==> src/clip_map.vh <==
`ifndef CLIP_MAP_VH
`define CLIP_MAP_VH

// Loop current from the converter, unsigned, one count per microampere
`define CLIP_CUR_W          16
`define CLIP_UA_WIRE_BREAK  16'd3200
`define CLIP_UA_SPAN_LO     16'd4000
`define CLIP_UA_SPAN_HI     16'd20000
`define CLIP_UA_OVERFLOW    16'd21500

// Scaling: code = (ua - 4000) * 16774 >> 16, giving 000h..FFFh over 4..20 mA
`define CLIP_SCALE_K        15'h4186
`define CLIP_SCALE_SHIFT    16
`define CLIP_PROD_W         31
`define CLIP_CODE_MAX       12'hfff
`define CLIP_CODE_MIN       12'h000

// Measurement word layout
`define CLIP_BIT_WIRE_BREAK 12
`define CLIP_BIT_BELOW_SPAN 13
`define CLIP_BIT_ABOVE_SPAN 14
`define CLIP_BIT_OVERFLOW   15

// Status byte layout
`define CLIP_BIT_SW0        0
`define CLIP_BIT_SW1        1
`define CLIP_BIT_LIMIT0     2
`define CLIP_NUM_LIMITS     3

// Output byte layout
`define CLIP_BIT_SWITCH_OUT 0

// Register offsets on the plain register port
`define CLIP_ADDR_W         8
`define CLIP_REG_LIMIT0     8'h00
`define CLIP_REG_LIMIT1     8'h04
`define CLIP_REG_LIMIT2     8'h08
`define CLIP_REG_IRQ_STAT   8'h0c
`define CLIP_REG_IRQ_CLR    8'h10
`define CLIP_REG_IRQ_EN     8'h14
`define CLIP_REG_MEAS       8'h18
`define CLIP_REG_STATUS     8'h1c

// Limit reset values, microamperes
`define CLIP_LIMIT0_RST     16'd8000
`define CLIP_LIMIT1_RST     16'd12000
`define CLIP_LIMIT2_RST     16'd16000

// Interrupt status layout
`define CLIP_IRQ_W          4
`define CLIP_IRQ_WIRE_BREAK 0
`define CLIP_IRQ_OVERFLOW   1
`define CLIP_IRQ_SHORT      2
`define CLIP_IRQ_LIMIT      3

// Red flash half period
`define CLIP_FLASH_HALF_MS  250
`define CLIP_CLK_KHZ        100000

`endif

==> src/clip_sync.v <==
module clip_sync #(
    parameter WIDTH = 1
) (
    // Clock and reset
    input  wire             i_clk,
    input  wire             i_sys_rst,
    // Pin side
    input  wire [WIDTH-1:0] i_pin,
    // Clean level
    output reg  [WIDTH-1:0] o_level
);

    reg [WIDTH-1:0] s1_reg;
    reg [WIDTH-1:0] s2_reg;
    reg [WIDTH-1:0] s3_reg;
    integer k;

    // A bit only moves once the last two stages agree
    always @(posedge i_clk or posedge i_sys_rst) begin
        if (i_sys_rst) begin
            s1_reg  <= {WIDTH{1'b0}};
            s2_reg  <= {WIDTH{1'b0}};
            s3_reg  <= {WIDTH{1'b0}};
            o_level <= {WIDTH{1'b0}};
        end else begin
            s1_reg <= i_pin;
            s2_reg <= s1_reg;
            s3_reg <= s2_reg;
            for (k = 0; k < WIDTH; k = k + 1) begin
                if (s2_reg[k] == s3_reg[k]) begin
                    o_level[k] <= s3_reg[k];
                end
            end
        end
    end

endmodule

==> src/clip_blink.v <==
module clip_blink #(
    parameter HALF_CYCLES = 25000000,
    parameter CNT_W       = 25
) (
    // Clock and reset
    input  wire i_clk,
    input  wire i_sys_rst,
    // Run only while flashing is wanted
    input  wire i_run,
    // Flash phase
    output reg  o_phase
);

    reg [CNT_W-1:0] cnt_reg;

    // Restart from lit so a flash is visible at once
    always @(posedge i_clk or posedge i_sys_rst) begin
        if (i_sys_rst) begin
            cnt_reg <= {CNT_W{1'b0}};
            o_phase <= 1'b1;
        end else if (!i_run) begin
            cnt_reg <= {CNT_W{1'b0}};
            o_phase <= 1'b1;
        end else if (cnt_reg == HALF_CYCLES[CNT_W-1:0] - 1'b1) begin
            cnt_reg <= {CNT_W{1'b0}};
            o_phase <= ~o_phase;
        end else begin
            cnt_reg <= cnt_reg + 1'b1;
        end
    end

endmodule

==> src/clip_top.v <==
`include "clip_map.vh"

// Operation
// The module exposes three input process bytes and takes one output process byte.
// The scaled current sits in bits 11 to 0 of the word made of input bytes 0 and 1.
// Overflow is bit 15, above-span bit 14, below-span bit 13 and wire break bit 12.
// Wire break is set below 3.2 mA and below-span between 3.2 and 4.0 mA.
// Above-span is set between 20 and 21.5 mA and overflow above 21.5 mA.
// 4.0 mA codes as 000h and 20.0 mA as FFFh, linear at about 0.0039 mA a step.
// The code clamps at 000h below 4 mA and at FFFh above 20 mA.
// Status byte bits 0 and 1 show the first and second switch inputs, 1 when on.
// Status bits 2 to 4 are set when current is at or above limits 0, 1 and 2.
// Output byte bit 0 turns the switched output on when 1 and off when 0.
// The status lamp is off below 3.2 mA and steady green from 3.2 to 21.5 mA.
// The status lamp flashes red above 21.5 mA and is steady red on a short circuit.
// The output lamp is green while the switched output is on and off otherwise.
// Each switch input lamp is green while its input is on and off otherwise.
// A short circuit outranks range indication, and status bits 5 to 7 read zero.
// Output byte bits 1 to 7 have no effect on anything.
module clip_top #(
    parameter FLASH_HALF_CYCLES = `CLIP_FLASH_HALF_MS * `CLIP_CLK_KHZ,
    parameter FLASH_CNT_W       = 25
) (
    // Clock and reset
    input  wire                    i_clk,
    input  wire                    i_sys_rst,
    // Converter result, same clock
    input  wire                    i_adc_valid,
    input  wire [`CLIP_CUR_W-1:0]  i_adc_ua,
    // Pins
    input  wire                    i_first_switch_input,
    input  wire                    i_second_switch_input,
    input  wire                    i_short_det,
    // Process data to and from the head station
    output reg  [7:0]              o_pd_in0,
    output reg  [7:0]              o_pd_in1,
    output reg  [7:0]              o_pd_in2,
    input  wire [7:0]              i_pd_out,
    // Switched output
    output reg                     o_switch_out,
    // Lamps
    output reg                     o_stat_green,
    output reg                     o_stat_red,
    output reg                     o_out_green,
    output reg                     o_in0_green,
    output reg                     o_in1_green,
    // Register port
    input  wire [`CLIP_ADDR_W-1:0] i_addr,
    input  wire [31:0]             i_wr_data,
    input  wire                    i_wr,
    input  wire                    i_rd,
    output reg  [31:0]             o_rd_data,
    // Interrupt
    output wire                    o_irq
);

    // Synchronised pins
    wire [2:0] pins_lvl;
    wire       sw0;
    wire       sw1;
    wire       short_lvl;

    clip_sync #(
        .WIDTH (3)
    ) u_sync (
        .i_clk     (i_clk),
        .i_sys_rst (i_sys_rst),
        .i_pin     ({i_short_det, i_second_switch_input, i_first_switch_input}),
        .o_level   (pins_lvl)
    );

    assign sw0       = pins_lvl[0];
    assign sw1       = pins_lvl[1];
    assign short_lvl = pins_lvl[2];

    // Latest converter sample
    reg [`CLIP_CUR_W-1:0] cur_reg;
    reg                   cur_seen_reg;

    always @(posedge i_clk or posedge i_sys_rst) begin
        if (i_sys_rst) begin
            cur_reg      <= {`CLIP_CUR_W{1'b0}};
            cur_seen_reg <= 1'b0;
        end else if (i_adc_valid) begin
            cur_reg      <= i_adc_ua;
            cur_seen_reg <= 1'b1;
        end
    end

    // Range classification
    wire wire_break_flag;
    wire below_span_flag;
    wire above_span_flag;
    wire overflow_flag;

    assign wire_break_flag = cur_reg < `CLIP_UA_WIRE_BREAK;
    assign below_span_flag = !wire_break_flag && cur_reg < `CLIP_UA_SPAN_LO;
    assign above_span_flag = cur_reg > `CLIP_UA_SPAN_HI && !overflow_flag;
    assign overflow_flag   = cur_reg > `CLIP_UA_OVERFLOW;

    // Scaling: constant multiply instead of a divider
    wire [`CLIP_CUR_W-1:0] span_off;
    wire [`CLIP_PROD_W-1:0] prod;
    wire [11:0]             lin_code;
    reg  [11:0]             code;

    assign span_off = cur_reg - `CLIP_UA_SPAN_LO;
    assign prod     = span_off * `CLIP_SCALE_K;
    assign lin_code = prod[`CLIP_SCALE_SHIFT+11:`CLIP_SCALE_SHIFT];

    always @* begin
        if (cur_reg < `CLIP_UA_SPAN_LO) begin
            code = `CLIP_CODE_MIN;
        end else if (cur_reg >= `CLIP_UA_SPAN_HI) begin
            code = `CLIP_CODE_MAX;
        end else begin
            code = lin_code;
        end
    end

    // Limit registers
    reg [`CLIP_CUR_W-1:0] limit_reg [0:`CLIP_NUM_LIMITS-1];
    wire [`CLIP_NUM_LIMITS-1:0] lim_hit;

    genvar g;
    generate
        for (g = 0; g < `CLIP_NUM_LIMITS; g = g + 1) begin : g_lim
            assign lim_hit[g] = cur_reg >= limit_reg[g];
        end
    endgenerate

    // Measurement word and status byte
    wire [15:0] meas_word;
    wire [7:0]  stat_byte;

    assign meas_word = {overflow_flag, above_span_flag, below_span_flag,
                        wire_break_flag, code};
    assign stat_byte = {3'h0, lim_hit, sw1, sw0};

    // Process image update
    always @(posedge i_clk or posedge i_sys_rst) begin
        if (i_sys_rst) begin
            o_pd_in0     <= 8'h00;
            o_pd_in1     <= 8'h00;
            o_pd_in2     <= 8'h00;
            o_switch_out <= 1'b0;
        end else begin
            o_pd_in0     <= meas_word[7:0];
            o_pd_in1     <= meas_word[15:8];
            o_pd_in2     <= stat_byte;
            o_switch_out <= i_pd_out[`CLIP_BIT_SWITCH_OUT];
        end
    end

    // Lamps
    wire flash_phase;

    clip_blink #(
        .HALF_CYCLES (FLASH_HALF_CYCLES),
        .CNT_W       (FLASH_CNT_W)
    ) u_blink (
        .i_clk     (i_clk),
        .i_sys_rst (i_sys_rst),
        .i_run     (overflow_flag),
        .o_phase   (flash_phase)
    );

    // Before the first sample the lamp shows nothing rather than a false break
    always @(posedge i_clk or posedge i_sys_rst) begin
        if (i_sys_rst) begin
            o_stat_green <= 1'b0;
            o_stat_red   <= 1'b0;
            o_out_green  <= 1'b0;
            o_in0_green  <= 1'b0;
            o_in1_green  <= 1'b0;
        end else begin
            if (short_lvl) begin
                o_stat_green <= 1'b0;
                o_stat_red   <= 1'b1;
            end else if (overflow_flag) begin
                o_stat_green <= 1'b0;
                o_stat_red   <= flash_phase;
            end else if (wire_break_flag) begin
                o_stat_green <= 1'b0;
                o_stat_red   <= 1'b0;
            end else begin
                o_stat_green <= cur_seen_reg;
                o_stat_red   <= 1'b0;
            end
            o_out_green <= o_switch_out;
            o_in0_green <= sw0;
            o_in1_green <= sw1;
        end
    end

    // Interrupt events on rising conditions
    reg  [`CLIP_IRQ_W-1:0] cond_d_reg;
    reg  [`CLIP_IRQ_W-1:0] irq_stat_reg;
    reg  [`CLIP_IRQ_W-1:0] irq_en_reg;
    wire [`CLIP_IRQ_W-1:0] cond;
    wire [`CLIP_IRQ_W-1:0] events;
    wire [`CLIP_IRQ_W-1:0] clr_mask;

    assign cond     = {|lim_hit, short_lvl, overflow_flag, wire_break_flag & cur_seen_reg};
    assign events   = cond & ~cond_d_reg;
    assign clr_mask = (i_wr && i_addr == `CLIP_REG_IRQ_CLR) ?
                      i_wr_data[`CLIP_IRQ_W-1:0] : {`CLIP_IRQ_W{1'b0}};

    // Set beats clear in the same cycle
    always @(posedge i_clk or posedge i_sys_rst) begin
        if (i_sys_rst) begin
            cond_d_reg   <= {`CLIP_IRQ_W{1'b0}};
            irq_stat_reg <= {`CLIP_IRQ_W{1'b0}};
        end else begin
            cond_d_reg   <= cond;
            irq_stat_reg <= (irq_stat_reg & ~clr_mask) | events;
        end
    end

    assign o_irq = |(irq_stat_reg & irq_en_reg);

    // Register writes
    always @(posedge i_clk or posedge i_sys_rst) begin
        if (i_sys_rst) begin
            limit_reg[0] <= `CLIP_LIMIT0_RST;
            limit_reg[1] <= `CLIP_LIMIT1_RST;
            limit_reg[2] <= `CLIP_LIMIT2_RST;
            irq_en_reg   <= {`CLIP_IRQ_W{1'b0}};
        end else if (i_wr) begin
            case (i_addr)
                `CLIP_REG_LIMIT0: limit_reg[0] <= i_wr_data[`CLIP_CUR_W-1:0];
                `CLIP_REG_LIMIT1: limit_reg[1] <= i_wr_data[`CLIP_CUR_W-1:0];
                `CLIP_REG_LIMIT2: limit_reg[2] <= i_wr_data[`CLIP_CUR_W-1:0];
                `CLIP_REG_IRQ_EN: irq_en_reg   <= i_wr_data[`CLIP_IRQ_W-1:0];
                default: begin
                end
            endcase
        end
    end

    // Register reads, data the cycle after the strobe only
    reg [31:0] rd_mux;

    always @* begin
        case (i_addr)
            `CLIP_REG_LIMIT0:   rd_mux = {16'h0000, limit_reg[0]};
            `CLIP_REG_LIMIT1:   rd_mux = {16'h0000, limit_reg[1]};
            `CLIP_REG_LIMIT2:   rd_mux = {16'h0000, limit_reg[2]};
            `CLIP_REG_IRQ_STAT: rd_mux = {28'h0000000, irq_stat_reg};
            `CLIP_REG_IRQ_EN:   rd_mux = {28'h0000000, irq_en_reg};
            `CLIP_REG_MEAS:     rd_mux = {16'h0000, o_pd_in1, o_pd_in0};
            `CLIP_REG_STATUS:   rd_mux = {24'h000000, o_pd_in2};
            default:            rd_mux = 32'h00000000;
        endcase
    end

    always @(posedge i_clk or posedge i_sys_rst) begin
        if (i_sys_rst) begin
            o_rd_data <= 32'h00000000;
        end else if (i_rd) begin
            o_rd_data <= rd_mux;
        end else begin
            o_rd_data <= 32'h00000000;
        end
    end

endmodule

==> config.mk <==
export PLATFORM = sky130hd
export DESIGN_NAME = clip_top
export DESIGN_NICKNAME = d
export VERILOG_FILES = /design/src/clip_sync.v /design/src/clip_blink.v /design/src/clip_top.v
export VERILOG_INCLUDE_DIRS = /design/src
export SDC_FILE = /design/constraint.sdc
export NUM_CORES = 1
export LEC_CHECK = 0
export ABC_AREA = 1
export BUFFER_PORTS_ARGS = -buffer_cell sky130_fd_sc_hd__buf_2
export CORE_MARGIN = 2
export CORE_UTILIZATION = 35
export CTS_CLUSTER_DIAMETER = 50
export DETAILED_ROUTE_END_ITERATION = 8
export MAX_ROUTING_LAYER = met4
export PLACE_DENSITY = 0.49
export SLEW_MARGIN = 10
export SYNTH_ARGS = -nofsm -noshare
export SYNTH_HDL_FRONTEND = slang
export SYNTH_SLANG_ARGS = --single-unit
==> constraint.sdc <==
create_clock -name i_clk -period 5.8 [get_ports i_clk]
set_input_delay 0.29 -clock i_clk [delete_from_list [all_inputs] [get_ports i_clk]]
set_output_delay 0.29 -clock i_clk [all_outputs]
set_load 0.02 [all_outputs]
==> summary.txt <==
Global routing
  • Largest net degree at the start of global routing: between 100 and 150
  • First-pass GRT wire length: 51.9 mm
  • GRT Resource Usage Total: 0.206
  • Initial antenna violation count: 0
  • Total gr overflow: 0
  • Vias in the first global route: between 9k and 10k

Worst setup path
  • CP Launch Point: cur_reg[5]
  • WP data arrival: 5750 ps
  • R2r setup slk: approximately 400 ps
  • Worst Path Buf+Inv: 6
  • Worst Setup End Kind: flip-flop
  • Crit Path Category: reg2reg
  • CP max stage cell: fa_1
  • Critical path depth: 27
  • FF-to-FF path depth: 27
  • FF-to-FF End: o_pd_in1[3]
  • CP max FO: 5
  • CP required: between 6000 and 7000 ps
  • CP peak stage delay: ~550 ps
  • Top delay family on crit path: adder cells
  • Setup crit start kind: flip-flop
  • RR Startpoint: cur_reg[5]

Synthesis
  • Register area share after synthesis: 0.341
  • Synth async-reset ratio: 1.00
  • Top_reg_cell synth: dfrtp_1
  • Synth Instances: between 1k and 1.5k
  • Syn avg cell area: between 7 and 8 um^2
  • Most common cell in the netlist: nand2_1
  • Mapped cell area: 11,500 um^2
  • Synth unique cells: 40
  • Yosys top cell area share: 0.295
  • Syn. warnings: 0
  • Yosys reg bits: ~160
  • Top cells by count, synth: 351 x nand2_1, 286 x inv_1, 151 x ha_1
  • Top cell type by total area after synthesis: dfrtp_1
  • Ranking of synthesized cells by area: dfrtp_1 29%, ha_1 16%, nand2_1 11%
  • EDFF count, synth: 0

Routing
  • Via count of the routed design: 9,557
  • Avg WL per Cell: 15.9 um
  • Final WL: approximately 32 mm
  • ANT nets after route: 0
  • DRC violation count after routing: 0
  • Vias/cell: between 4 and 5
  • 1st-pass router iterations: 6
  • DRT iter0 DRCs: approximately 580

Timing
  • Final min period: around 5400 ps
  • WHS: around 60 ps
  • Setup violators final: 0
  • Final period utilization: 0.932
  • Pins over their slew limit: 0
  • Slew @ Worst Pin: 1130 ps
  • Final hold vios: 0
  • RSZ-0062 raised after global routing: yes
  • Clock Skews: between 10 and 15 ps
  • Max Fclk: 0.185 GHz
  • Max-slew headroom: 0.243

CTS
  • Root buf cell: clkbuf_16
  • H-Tree Depth: 4
  • CTS Sinks: ~160
  • TritonCTS clock tree: done
  • Worst-Skew Late Latency: roughly 440 ps
  • CTS Buf Count: 17
  • Clk pin slew, worst setup/hold paths: about 60 ps
  • Clk buf depth: 2

Floorplan
  • Row count: 66
  • Core Area: 32,400 um^2
  • Die height: between 150 and 200 um
  • Die area: between 30,000 and 40,000 um^2
  • Die width: around 180 um
  • Starting Density: 0.354
  • Number of I/O pins: 135

Cells and area
  • Largest register FFs: 48
  • N_diodes: 0
  • Layout area overhead: 14.1%
  • Share of cells above drive strength 1: 0.112
  • Final #Nets: approximately 1.8k
  • Fin cells: around 2k
  • Finished Cell Area: roughly 13,000 um^2

Place
  • Cell area after placement: approximately 12,000 um^2
  • Placer congestion estimate: approximately 0.90
  • Dpl cells: around 2k
  • Hpwl dp: ~26 mm
  • Port bufs: between 90 and 100

Worst hold path
  • Hold-critical path depth: 3
  • HP Class: in2reg
  • Min-Delay Endpoint: cur_reg[3]
  • Hold Startpoint: i_adc_ua[3]

Job
  • Max Cap Violations: 0

Pwr
  • Peak VDD IR: 0.000274 V
  • Pleak: roughly 0.0068 uW
  • Pwr/cell area: about 460 nW/um^2

Outcome
  • Outcome: finished clean
==> power by group <==
part	switching (uW)	internal [uW]	total (uW)
registers	103	1190	1290
logic	2260	1220	3480
clock network	459	777	1240
total	2820	3190	6010
==> how the worst max path moves through the flow <==
| stage | endpoint | slack (ps) |
|---|---|---|
| floorplan | o_pd_in0[5] | 710 |
| CTS | o_pd_in1[3] | 380 |
| detailed placement | o_pd_in1[3] | 410 |
| finish | o_pd_in1[3] | 400 |
| global route | o_pd_in0[5] | -10 |
| global placement | o_pd_in1[3] | 390 |
==> metrics by stage <==
| step | power [uW] | util | setup TNS [ps] | setup WS (ps) |
|---|---|---|---|---|
| floorplan | 3770 | - | 0 | 712 |
| CTS | 6040 | 0.404 | 0 | 376 |
| global route | 6680 | 0.404 | -20.2 | -11.6 |
| global placement | 4760 | 0.382 | 0 | 390 |
| detailed placement | 4770 | 0.382 | 0 | 412 |
| finish | 6010 | 0.404 | 0 | 396 |
==> what timing repair did <==
item / 4_1_cts / 5_1_grt
hold buffers: 4 / 0
endpoints found under the setup margin: 0 / 5
hold endpoints to repair: 4 / 0
gates resized for setup: 0 / 2
setup buffers: 0 / 0
==> worst reg2reg max path, delay by kind of cell (launching register included) <==
family | cells | cell delay, ps
adder cells (fa/ha/maj) | 8 | 3110
AND/OR/NAND/NOR | 13 | 1500
buffers and inverters | 6 | 370
flip-flops | 1 | 340
==> per-layer routing <==
layer  track usage  part of all wire  vias up
met2         0.312              0.44      179
met3        0.0299             0.036       41
li1              -                 -     4874
met1         0.285              0.50     4463
met4        0.0641             0.025        0
met5             -                 0        -
==> cell families after synthesis <==
kind of cell / after synthesis / share of synthesized area
mux: 2 / 0.00196
flops: 155 / 0.341
compound gates: 184 / 0.0859
xor+xnor: 22 / 0.0168
fa+ha+maj: 180 / 0.213
simple gates: 605 / 0.221
buf+inv: 339 / 0.121
other cells: 1 / 0.000327
==> final cells by class <==
type / count / area, um^2
Fill cell: 3492 / 19300
Multi-Input combinational cell: 1012 / 6250
Sequential cell: 155 / 3900
Inverter: 294 / 1110
Timing Repair Buffer: 111 / 613
Tap cell: 442 / 553
Clock buffer: 22 / 454
Clock inverter: 10 / 190
==> placed cells by master (no fill, tap or decap), types with 5 or more instances in the layout <==
cell type | Yosys | final
clkbuf_16 | 0 | 17
o22ai_1 | 15 | 15
nor4_1 | 5 | 5
dfrtp_1 | 135 | 135
o21ai_0 | 30 | 30
buf_4 | 22 | 15
ha_1 | 151 | 151
a31oi_1 | 6 | 6
dfstp_2 | 20 | 20
nand3_1 | 73 | 73
nor3_1 | 21 | 20
nor2_1 | 117 | 117
o21bai_1 | 5 | 5
conb_1 | 1 | 19
bufinv_16 | 0 | 5
inv_1 | 286 | 285
nand2_1 | 351 | 350
inv_2 | 7 | 7
xnor2_1 | 7 | 7
buf_2 | 12 | 92
xor2_1 | 15 | 15
fa_1 | 26 | 26
nand4_1 | 23 | 23
o21ai_1 | 54 | 54
a21oi_1 | 64 | 63
Power figures use the tool's default switching activity.
